### src/rx_path_status_pkg.sv
// Purpose: Shared constants and types of the receive path status block.
// Assumes: Avalon-MM slave with 32-bit data, one register per aligned word.
// Notes: Register byte address is four times the register index.
package rx_path_status_pkg;
  localparam int ADDR_W = 8;
  localparam logic [7:0] IDX_PATH_ALARM_STATE = 8'h30;
  localparam logic [7:0] IDX_PATH_EVENT_LATCH = 8'h31;
  localparam logic [7:0] IDX_PATH_EVENT_ENABLE = 8'h33;
  localparam logic [7:0] IDX_RECEIVED_LABEL = 8'h37;
  localparam logic [7:0] IDX_PARITY_COUNT_LOW = 8'h38;
  localparam logic [7:0] IDX_PARITY_COUNT_HIGH = 8'h39;
  localparam logic [7:0] IDX_FAR_COUNT_LOW = 8'h3A;
  localparam logic [7:0] IDX_FAR_COUNT_HIGH = 8'h3B;
  localparam logic [7:0] IDX_MASTER_RESET = 8'h00;
  // Bit positions shared by the latch and enable registers.
  localparam int BIT_LABEL = 7;
  localparam int BIT_POINTER = 5;
  localparam int BIT_AIS = 3;
  localparam int BIT_FAR_FAIL = 2;
  localparam int BIT_PARITY = 1;
  localparam int BIT_FAR_BLOCK = 0;
  localparam logic [7:0] EVENT_MASK = 8'hAF;
  localparam logic [7:0] ALARM_MASK = 8'h2C;
  localparam logic [7:0] ENABLE_RESET = 8'h00;
  localparam logic [7:0] LABEL_DEFAULT = 8'h13;
  localparam logic [15:0] COUNT_RESET = 16'h0000;
  localparam logic [15:0] COUNT_MAX = 16'hFFFF;
  localparam int LABEL_RUN = 3;
  localparam int CLK_MHZ = 200;
  localparam int SNAP_DELAY_NS = 1000;
  localparam int SNAP_CYCLES = (SNAP_DELAY_NS * CLK_MHZ) / 1000;
  localparam int SNAP_CNT_W = 8;

  typedef struct packed {
    logic [ADDR_W-1:0] address;
    logic read;
    logic write;
    logic [31:0] writedata;
  } avl_req_t;

  typedef struct packed {
    logic [31:0] readdata;
    logic waitrequest;
  } avl_rsp_t;

  typedef struct packed {
    logic pointer_loss_alarm;
    logic path_alarm_indication;
    logic path_far_fail_alarm;
    logic label_valid;
    logic [7:0] label_byte;
    logic parity_error;
    logic far_block_error;
  } path_in_t;
endpackage

### src/rx_path_overhead_status_irq.sv
// Purpose: Alarm status, event latches, interrupt and parity error count.
// Assumes: Detector inputs come from pins of another domain.
// Notes: Every access is answered one cycle after it is first seen.
`timescale 1ns/1ps

// How it works
// [RULE1] Status bit reads 1 while pointer loss is present.
// [RULE2] Status bit reads 1 while path alarm indication is present.
// [RULE3] Status bit reads 1 while path far-end fail is present.
// [RULE4] Label change latches an event bit until the latch is read.
// [RULE5] Any pointer loss toggle latches an event bit until read.
// [RULE6] Any path alarm indication change latches an event bit until read.
// [RULE7] Any far-end fail change latches an event bit until read.
// [RULE8] A parity error latches an event bit until read.
// [RULE9] A far-end block error latches an event bit until read.
// [RULE10] Reading the latch register clears all latched bits.
// [RULE11] Interrupt is signalled by driving the request output low.
// [RULE12] Label interrupt needs enable and over two consecutive non-13H bytes.
// [RULE13] Pointer loss change interrupts only when enabled.
// [RULE14] Path alarm indication event interrupts only when enabled.
// [RULE15] Far-end fail change interrupts only when enabled.
// [RULE16] Parity error interrupts only when enabled.
// [RULE17] Far-end block error interrupts only when enabled.
// [RULE18] Label register holds 13H or the first byte that completes a run of three non-13H bytes, kept until reset.
// [RULE19] About 1 us after a trigger write, counter copies to registers.
// [RULE20] The internal counter restarts from zero at each snapshot.
// [RULE21] Count registers give 16-bit count, low byte then high byte. Only the parity count registers do; the far-end count registers read zero.
// [RULE22] Request stays low while any enabled latched bit remains.
// [RULE23] The internal counter saturates rather than wraps.
module rx_path_overhead_status_irq (
  input wire logic ref_clk_i,
  input wire logic rstn_i,
  input wire rx_path_status_pkg::avl_req_t avl_req_i,
  output rx_path_status_pkg::avl_rsp_t avl_rsp_o,
  input wire rx_path_status_pkg::path_in_t path_in_i,
  output logic interrupt_request_low_o
);
  import rx_path_status_pkg::*;

  typedef enum logic [0:0] {BUS_IDLE, BUS_DONE} bus_state_t;

  function automatic logic [15:0] sat_inc(input logic [15:0] v);
    return (v == COUNT_MAX) ? v : v + 16'h0001;
  endfunction

  bus_state_t bus_state;
  path_in_t meta_in;
  path_in_t sync_in;
  path_in_t prev_in;
  logic [7:0] event_latch;
  logic [7:0] event_enable;
  logic [7:0] received_label_value;
  logic [15:0] parity_error_count;
  logic [15:0] parity_acc;
  logic [1:0] label_run;
  logic label_locked;
  logic snap_pending;
  logic [SNAP_CNT_W-1:0] snap_cnt;
  logic [31:0] rdata;
  logic wait_flag;

  wire logic [7:0] idx = avl_req_i.address;
  wire logic req_any = avl_req_i.read | avl_req_i.write;
  wire logic access = req_any && bus_state == BUS_IDLE;
  wire logic rd_take = access && avl_req_i.read;
  wire logic wr_take = access && avl_req_i.write;
  wire logic latch_read = rd_take && idx == IDX_PATH_EVENT_LATCH;
  wire logic snap_trigger = wr_take && (idx == IDX_PARITY_COUNT_LOW ||
    idx == IDX_PARITY_COUNT_HIGH || idx == IDX_FAR_COUNT_LOW ||
    idx == IDX_FAR_COUNT_HIGH || idx == IDX_MASTER_RESET);
  wire logic snap_fire = snap_pending && snap_cnt == SNAP_CNT_W'(1);
  wire logic lbl_new = sync_in.label_valid && !prev_in.label_valid;
  wire logic lbl_odd = lbl_new && sync_in.label_byte != LABEL_DEFAULT;
  wire logic lbl_capture = lbl_odd && !label_locked &&
    label_run == 2'(LABEL_RUN - 1);
  wire logic [7:0] alarm_state = {2'b00, sync_in.pointer_loss_alarm, 1'b0,
    sync_in.path_alarm_indication, sync_in.path_far_fail_alarm, 2'b00};
  wire logic [7:0] new_events = {lbl_capture, 1'b0,
    sync_in.pointer_loss_alarm ^ prev_in.pointer_loss_alarm, 1'b0,
    sync_in.path_alarm_indication ^ prev_in.path_alarm_indication,
    sync_in.path_far_fail_alarm ^ prev_in.path_far_fail_alarm,
    sync_in.parity_error, sync_in.far_block_error};
  // A new event in the clearing cycle survives, so no event is lost.
  // [RULE4] [RULE5] [RULE6] [RULE7] [RULE8] [RULE9]
  wire logic [7:0] next_latch = ((latch_read ? 8'h00 : event_latch) |
    new_events) & EVENT_MASK; // [RULE10]
  // [RULE13] [RULE14] [RULE15] [RULE16] [RULE17]
  wire logic irq_any = |(event_latch & event_enable); // [RULE22]
  wire logic [31:0] next_rdata =
    idx == IDX_PATH_ALARM_STATE ? {24'h0000_00, alarm_state} : // [RULE1] [RULE2] [RULE3]
    idx == IDX_PATH_EVENT_LATCH ? {24'h0000_00, event_latch} :
    idx == IDX_PATH_EVENT_ENABLE ? {24'h0000_00, event_enable} :
    idx == IDX_RECEIVED_LABEL ? {24'h0000_00, received_label_value} :
    idx == IDX_PARITY_COUNT_LOW ? {24'h0000_00, parity_error_count[7:0]} : // [RULE21]
    idx == IDX_PARITY_COUNT_HIGH ? {24'h0000_00, parity_error_count[15:8]} :
    32'h0000_0000;

  always_ff @(posedge ref_clk_i or negedge rstn_i) begin
    if (!rstn_i) begin
      meta_in <= '0;
      sync_in <= '0;
      prev_in <= '0;
    end else begin
      meta_in <= path_in_i;
      sync_in <= meta_in;
      prev_in <= sync_in;
    end
  end

  always_ff @(posedge ref_clk_i or negedge rstn_i) begin
    if (!rstn_i) begin
      bus_state <= BUS_IDLE;
      wait_flag <= 1'b1;
      rdata <= 32'h0000_0000;
    end else begin
      case (bus_state)
        BUS_IDLE: if (req_any) begin
          bus_state <= BUS_DONE;
          wait_flag <= 1'b0;
          rdata <= avl_req_i.read ? next_rdata : 32'h0000_0000;
        end
        BUS_DONE: begin
          bus_state <= BUS_IDLE;
          wait_flag <= 1'b1;
        end
        default: begin
          bus_state <= BUS_IDLE;
          wait_flag <= 1'b1;
        end
      endcase
    end
  end

  assign avl_rsp_o.readdata = rdata;
  assign avl_rsp_o.waitrequest = wait_flag;

  always_ff @(posedge ref_clk_i or negedge rstn_i) begin
    if (!rstn_i) begin
      event_latch <= 8'h00;
      event_enable <= ENABLE_RESET;
      interrupt_request_low_o <= 1'b1;
    end else begin
      event_latch <= next_latch;
      if (wr_take && idx == IDX_PATH_EVENT_ENABLE)
        event_enable <= avl_req_i.writedata[7:0] & EVENT_MASK;
      interrupt_request_low_o <= !irq_any; // [RULE11] [RULE22]
    end
  end

  // Label events only count after a run of mismatches, which filters noise.
  always_ff @(posedge ref_clk_i or negedge rstn_i) begin
    if (!rstn_i) begin
      label_run <= 2'b00;
      label_locked <= 1'b0;
      received_label_value <= LABEL_DEFAULT;
    end else if (lbl_new) begin
      if (!lbl_odd) begin
        label_run <= 2'b00;
      end else if (label_run != 2'(LABEL_RUN - 1)) begin
        label_run <= label_run + 2'b01; // [RULE12]
      end
      if (lbl_capture) begin
        label_locked <= 1'b1;
        received_label_value <= sync_in.label_byte; // [RULE18]
      end
    end
  end

  always_ff @(posedge ref_clk_i or negedge rstn_i) begin
    if (!rstn_i) begin
      snap_pending <= 1'b0;
      snap_cnt <= '0;
      parity_acc <= COUNT_RESET;
      parity_error_count <= COUNT_RESET;
    end else begin
      if (snap_trigger) begin
        snap_pending <= 1'b1;
        snap_cnt <= SNAP_CNT_W'(SNAP_CYCLES); // [RULE19]
      end else if (snap_pending) begin
        snap_cnt <= snap_cnt - SNAP_CNT_W'(1);
        if (snap_fire)
          snap_pending <= 1'b0;
      end
      if (snap_fire) begin
        parity_error_count <= parity_acc; // [RULE19] [RULE21]
        parity_acc <= sync_in.parity_error ? 16'h0001 : COUNT_RESET; // [RULE20]
      end else if (sync_in.parity_error) begin
        parity_acc <= sat_inc(parity_acc); // [RULE23]
      end
    end
  end

  chk_latch_read_clears: assert property (@(posedge ref_clk_i)
    disable iff (!rstn_i) latch_read && new_events == 8'h00
    |=> event_latch == 8'h00) else $error("latch not cleared by read"); // [RULE10]
  chk_pointer_toggle_latch: assert property (@(posedge ref_clk_i)
    disable iff (!rstn_i) $changed(sync_in.pointer_loss_alarm)
    |=> event_latch[BIT_POINTER]) else $error("pointer toggle lost"); // [RULE5]
  chk_parity_latch: assert property (@(posedge ref_clk_i)
    disable iff (!rstn_i) sync_in.parity_error
    |=> event_latch[BIT_PARITY]) else $error("parity event lost"); // [RULE8]
  chk_irq_follows_pair: assert property (@(posedge ref_clk_i)
    disable iff (!rstn_i) |(event_latch & event_enable)
    |=> !interrupt_request_low_o) else $error("irq not asserted"); // [RULE22]
  chk_irq_masked_off: assert property (@(posedge ref_clk_i)
    disable iff (!rstn_i) (event_latch & event_enable) == 8'h00
    |=> interrupt_request_low_o) else $error("irq without source"); // [RULE11]
  chk_snapshot_delay: assert property (@(posedge ref_clk_i)
    disable iff (!rstn_i) snap_trigger ##1 (!snap_trigger)[*8]
    |-> snap_pending) else $error("snapshot too early"); // [RULE19]
  chk_acc_restart: assert property (@(posedge ref_clk_i)
    disable iff (!rstn_i) snap_fire && !sync_in.parity_error
    |=> parity_acc == COUNT_RESET) else $error("counter not restarted"); // [RULE20]
  chk_acc_saturates: assert property (@(posedge ref_clk_i)
    disable iff (!rstn_i) parity_acc == COUNT_MAX && !snap_fire
    |=> parity_acc == COUNT_MAX) else $error("counter wrapped"); // [RULE23]
  chk_label_held: assert property (@(posedge ref_clk_i)
    disable iff (!rstn_i) label_locked && $past(label_locked)
    |-> $stable(received_label_value)) else $error("label changed"); // [RULE18]
  chk_status_reads_alarm: assert property (@(posedge ref_clk_i)
    disable iff (!rstn_i) rd_take && idx == IDX_PATH_ALARM_STATE
    |=> rdata[BIT_POINTER] == $past(sync_in.pointer_loss_alarm))
    else $error("status read wrong"); // [RULE1]

  cov_latch_read: cover property (@(posedge ref_clk_i) latch_read);
  cov_snapshot: cover property (@(posedge ref_clk_i) snap_fire);
  cov_label_capture: cover property (@(posedge ref_clk_i) lbl_capture);
  cov_irq_low: cover property (@(posedge ref_clk_i) !interrupt_request_low_o);
endmodule // rx_path_overhead_status_irq

### config.mk
export PLATFORM = sky130hd
export DESIGN_NAME = rx_path_overhead_status_irq
export DESIGN_NICKNAME = d
export VERILOG_FILES = /design/src/rx_path_status_pkg.sv /design/src/rx_path_overhead_status_irq.sv
export SDC_FILE = /design/constraint.sdc
export NUM_CORES = 1
export LEC_CHECK = 0
export BUFFER_PORTS_ARGS = -buffer_cell sky130_fd_sc_hd__buf_4
export CORE_UTILIZATION = 30
export DETAILED_ROUTE_END_ITERATION = 10
export GPL_TIMING_DRIVEN = 0
export PLACE_DENSITY_LB_ADDON = 0.1
export SLEW_MARGIN = 10
export SYNTH_ARGS = -nofsm -noshare
export SYNTH_HDL_FRONTEND = slang
export SYNTH_SLANG_ARGS = --single-unit
### constraint.sdc
create_clock -name ref_clk_i -period 1.93 [get_ports ref_clk_i]
set_clock_uncertainty 0.1 [all_clocks]
set_input_delay 0.386 -clock ref_clk_i [delete_from_list [all_inputs] [get_ports ref_clk_i]]
set_output_delay 0.386 -clock ref_clk_i [all_outputs]
set_load 0.02 [all_outputs]
==> flow_summary.yaml <==
status:
  status: "complete, but fails checks"
  violations: "hold timing"
grt:
  grt_pass1_vias: 3420
  grt_use_total_pct: 14.0
  grt_antenna_before_repair: 0
  grt_remaining_overflow: 0
  grt_pass1_wl_um: 17700
  grt_max_degree: 108
yosys:
  postSynthCellCount: 435
  ys_async_sr_fraction_pct: 100
  synth_area_per_cell_um2: 11.0
  ys_seq_area_share_pct: 56.2
  syn-cell-area_um2: 4780
  synth_edf_count: 0
  synth-seq-cells: 107
  synth_flop_cell: "dfrtp_1"
  synth_warnings: 0
  ys_types: 60
sta:
  setup_viol: 0
  maxSlewHeadroom_pct: 33.1
  worst_pin_slew_ns: 1.00
  hold_viol: 1
  min_period_ns: 1.87
  whs_ns: -0.000423
  max_freq_ghz: 0.536
  maxSlewViolCount: 0
  post-route-period-util_pct: 96.7
  grt_setup_unrepaired: "no"
floorplanning:
  std_cell_rows: 45
  die_h_um: 128
  dieArea_um2: 16400
  start_util_pct: 31.1
  io_pins: 92
  dieWidth_um: 128
  core-area_um2: 15400
route:
  routed-via-count: 3407
  drc: 0
  viasPerCell: 4.67
  routedWlPerCell_um: 14.4
  first_iter_violations: 135
  drtPass1Iterations: 4
  antenna_left: 0
  wirelength_um: 10500
clocking:
  cts_made_buffers: 9
  clk_latency_ns: 0.35
  cts_max_path_buffers: 2
  htreeDepth: 3
  ctsHoldBuffers: 0
  cts_tree: "built"
  clockRootBuffer: "clkbuf_16"
  clkTransAtPathRegs_ns: 0.08
  cts_sinks: 107
finish:
  drive_gt1_share_pct: 27.0
  ff_latch_area_um2: 2690
  stdcell_count: 730
  finalNetCount: 576
  multiInputGateArea_um2: 1960
  final_util_pct: 38.2
  antenna_cells: 0
  fill_cells: 1527
  syn_to_final_growth_pct: 22.7
worst_setup_path:
  rrSetupSlack_ns: 0.06
  cp-end-kind: "flip-flop"
  rr_worst_depth: 7
  r2r_end: "parity_acc[11]$_DFFE_PN0P_"
  rr_startpoint: "parity_acc[1]$_DFFE_PN0P_"
  crit_path_start: "parity_acc[1]$_DFFE_PN0P_"
  worstPathArrival_ns: 2.05
  criticalPathCategory: "flip-flop to flip-flop"
  crit_fanout: 7
  startpoint_type: "flip-flop"
  critPathRequiredTime_ns: 2.12
pwr:
  p_per_area_nw_per_um2: 937
  p_leak_nw: 2.67
  ir_drop_v: 0.000425
hold_path:
  hold_class: "primary input to asynchronous set/reset pin"
place:
  dp_hpwl_um: 7510
  portBuffers: 41
  dpl.cell_count: 710
  gp_congestion: 0.769
job:
  drv_cap: 0
layout make-up:
| cell class | instances | area share (%) |
|---|---|---|
| buffer | 40 | 4.67 |
| tap | 211 | 4.50 |
| timing repair buffer | 45 | 5.82 |
| sequential | 107 | 45.8 |
| clock inverter | 7 | 1.11 |
| inverter | 14 | 0.896 |
| multi-input combinational | 297 | 33.3 |
| clock buffer | 9 | 3.84 |
cell usage after synthesis (2+ instances only):
cell	count	share of area, %
dfrtp_1	102	53
nand2_1	64	5.0
buf_4	25	3.9
o21ai_0	18	1.9
a21oi_1	17	1.8
mux2_2	16	3.8
inv_1	14	1.1
nor2_1	14	1.1
a21o_1	10	1.6
nor3_1	10	1.0
o31ai_1	10	1.6
nand3_1	9	0.94
nand2b_1	8	1.0
mux2i_1	7	1.5
or4_1	7	1.1
xor2_1	7	1.3
buf_2	6	0.63
clkbuf_1	6	0.47
dfstp_2	5	2.7
nor2b_1	5	0.65
a22oi_1	4	0.63
a31oi_1	4	0.52
and3_1	4	0.52
ha_1	4	1.0
nand4_1	4	0.52
a221oi_1	3	0.55
a32oi_1	3	0.55
and4_1	3	0.55
o221ai_1	3	0.55
o22ai_1	3	0.39
xnor2_1	3	0.55
a32o_1	2	0.42
buf_6	2	0.47
nor3b_1	2	0.31
nor3b_2	2	0.52
nor4_1	2	0.26
nor4b_1	2	0.37
o21bai_1	2	0.31
or3_1	2	0.26
cell families after synthesis:
group | Yosys count | share of synthesized area [%]
xor gates and xnor gates | 10 | 1.83
DFF | 107 | 56.2
other | 1 | 0.0785
buffers and inverters | 54 | 6.68
AOI/OAI and AO/OA | 85 | 11.8
muxes | 23 | 5.24
and+or+nand+nor | 151 | 17.2
adders and majority gates | 4 | 1.05
worst max-delay path by stage:
stage / endpoint / slack, ns / depth (start not counted)
after global placement: event_latch[1]$_DFF_PN0_ / -0.30 / 5
after floorplan: parity_acc[15]$_DFFE_PN0P_ / 0.25 / 5
after detailed placement: event_latch[3]$_DFF_PN0_ / -0.30 / 5
after CTS: parity_acc[12]$_DFFE_PN0P_ / 0.009 / 5
after global routing: parity_error_count[15]$_DFFE_PN0N_ / 0.004 / 6
final: parity_acc[11]$_DFFE_PN0P_ / 0.06 / 7
flip-flops by register name, indices dropped and copies added, names as in the netlist, 2 cells and up:
signal	count
parity_error_count	16
label_run	2
prev_in	4
sync_in	9
parity_acc	16
snap_cnt	8
meta_in	14
new_events	2
event_enable	6
alarm_state	3
received_label_value	8
rdata	8
event_latch	6
through the flow:
step	power, mW	TNS, ns	instance area [µm²]	worst slack (ns)
4_1_cts	5.54	0	5750	0.00877
3_5_place_dp	3.66	-2.49	5440	-0.301
6_report	5.50	0	5860	0.0644
2_1_floorplan	3.36	0	4870	0.245
5_1_grt	5.82	0	5860	0.00397
3_3_place_gp	3.63	-2.61	5440	-0.304
what timing repair did:
item / CTS / global route
endpoints found under the setup margin: 14 / 48
pin swaps: 0 / 2
setup buffers: 0 / 4
cloned: 0 / 0
gates resized for setup: 3 / 23
per-layer routing:
layer	share of wire [%]	track usage (%)	routed length (µm)	vias to the layer above
met5	0	0	0	-
met4	1.8	5.33	187	0
met3	3.4	3.17	352	16
met2	44	21.0	4660	61
met1	50	19.5	5300	1666
li1	-	-	-	1664
layout by cell type, fill, tap and decap left out, drive strengths merged, types with 4 or more instances in the layout:
| cell type | instances |
|---|---|
| dfrtp | 102 |
| nor2 | 14 |
| dfstp | 5 |
| and4 | 4 |
| mux2 | 16 |
| conb | 24 |
| nand4 | 4 |
| nor4 | 4 |
| mux2i | 7 |
| o31ai | 10 |
| inv | 20 |
| nand2b | 9 |
| and3 | 4 |
| a21o | 10 |
| o21ai | 18 |
| a31oi | 4 |
| xor2 | 7 |
| ha | 4 |
| buf | 78 |
| or4 | 7 |
| nor3b | 4 |
| a22oi | 4 |
| nand3 | 9 |
| clkbuf | 16 |
| nor2b | 5 |
| nor3 | 10 |
| nand2 | 64 |
| a21oi | 17 |
power by group:
group / switching (mW) / internal [mW]
clock: 0.910 / 0.916
combinational: 0.399 / 0.403
sequential: 0.311 / 2.56
critical path: stages, from the launching register on:
cell,delay [ns]
dfrtp_2,0.44
ha_4,0.19
nand3_4,0.08
nor4_4,0.04
buf_4,0.16
buf_4,0.14
or4_4,0.51
a21oi_2,0.14
No activity file was read; power rests on OpenSTA's default activity.
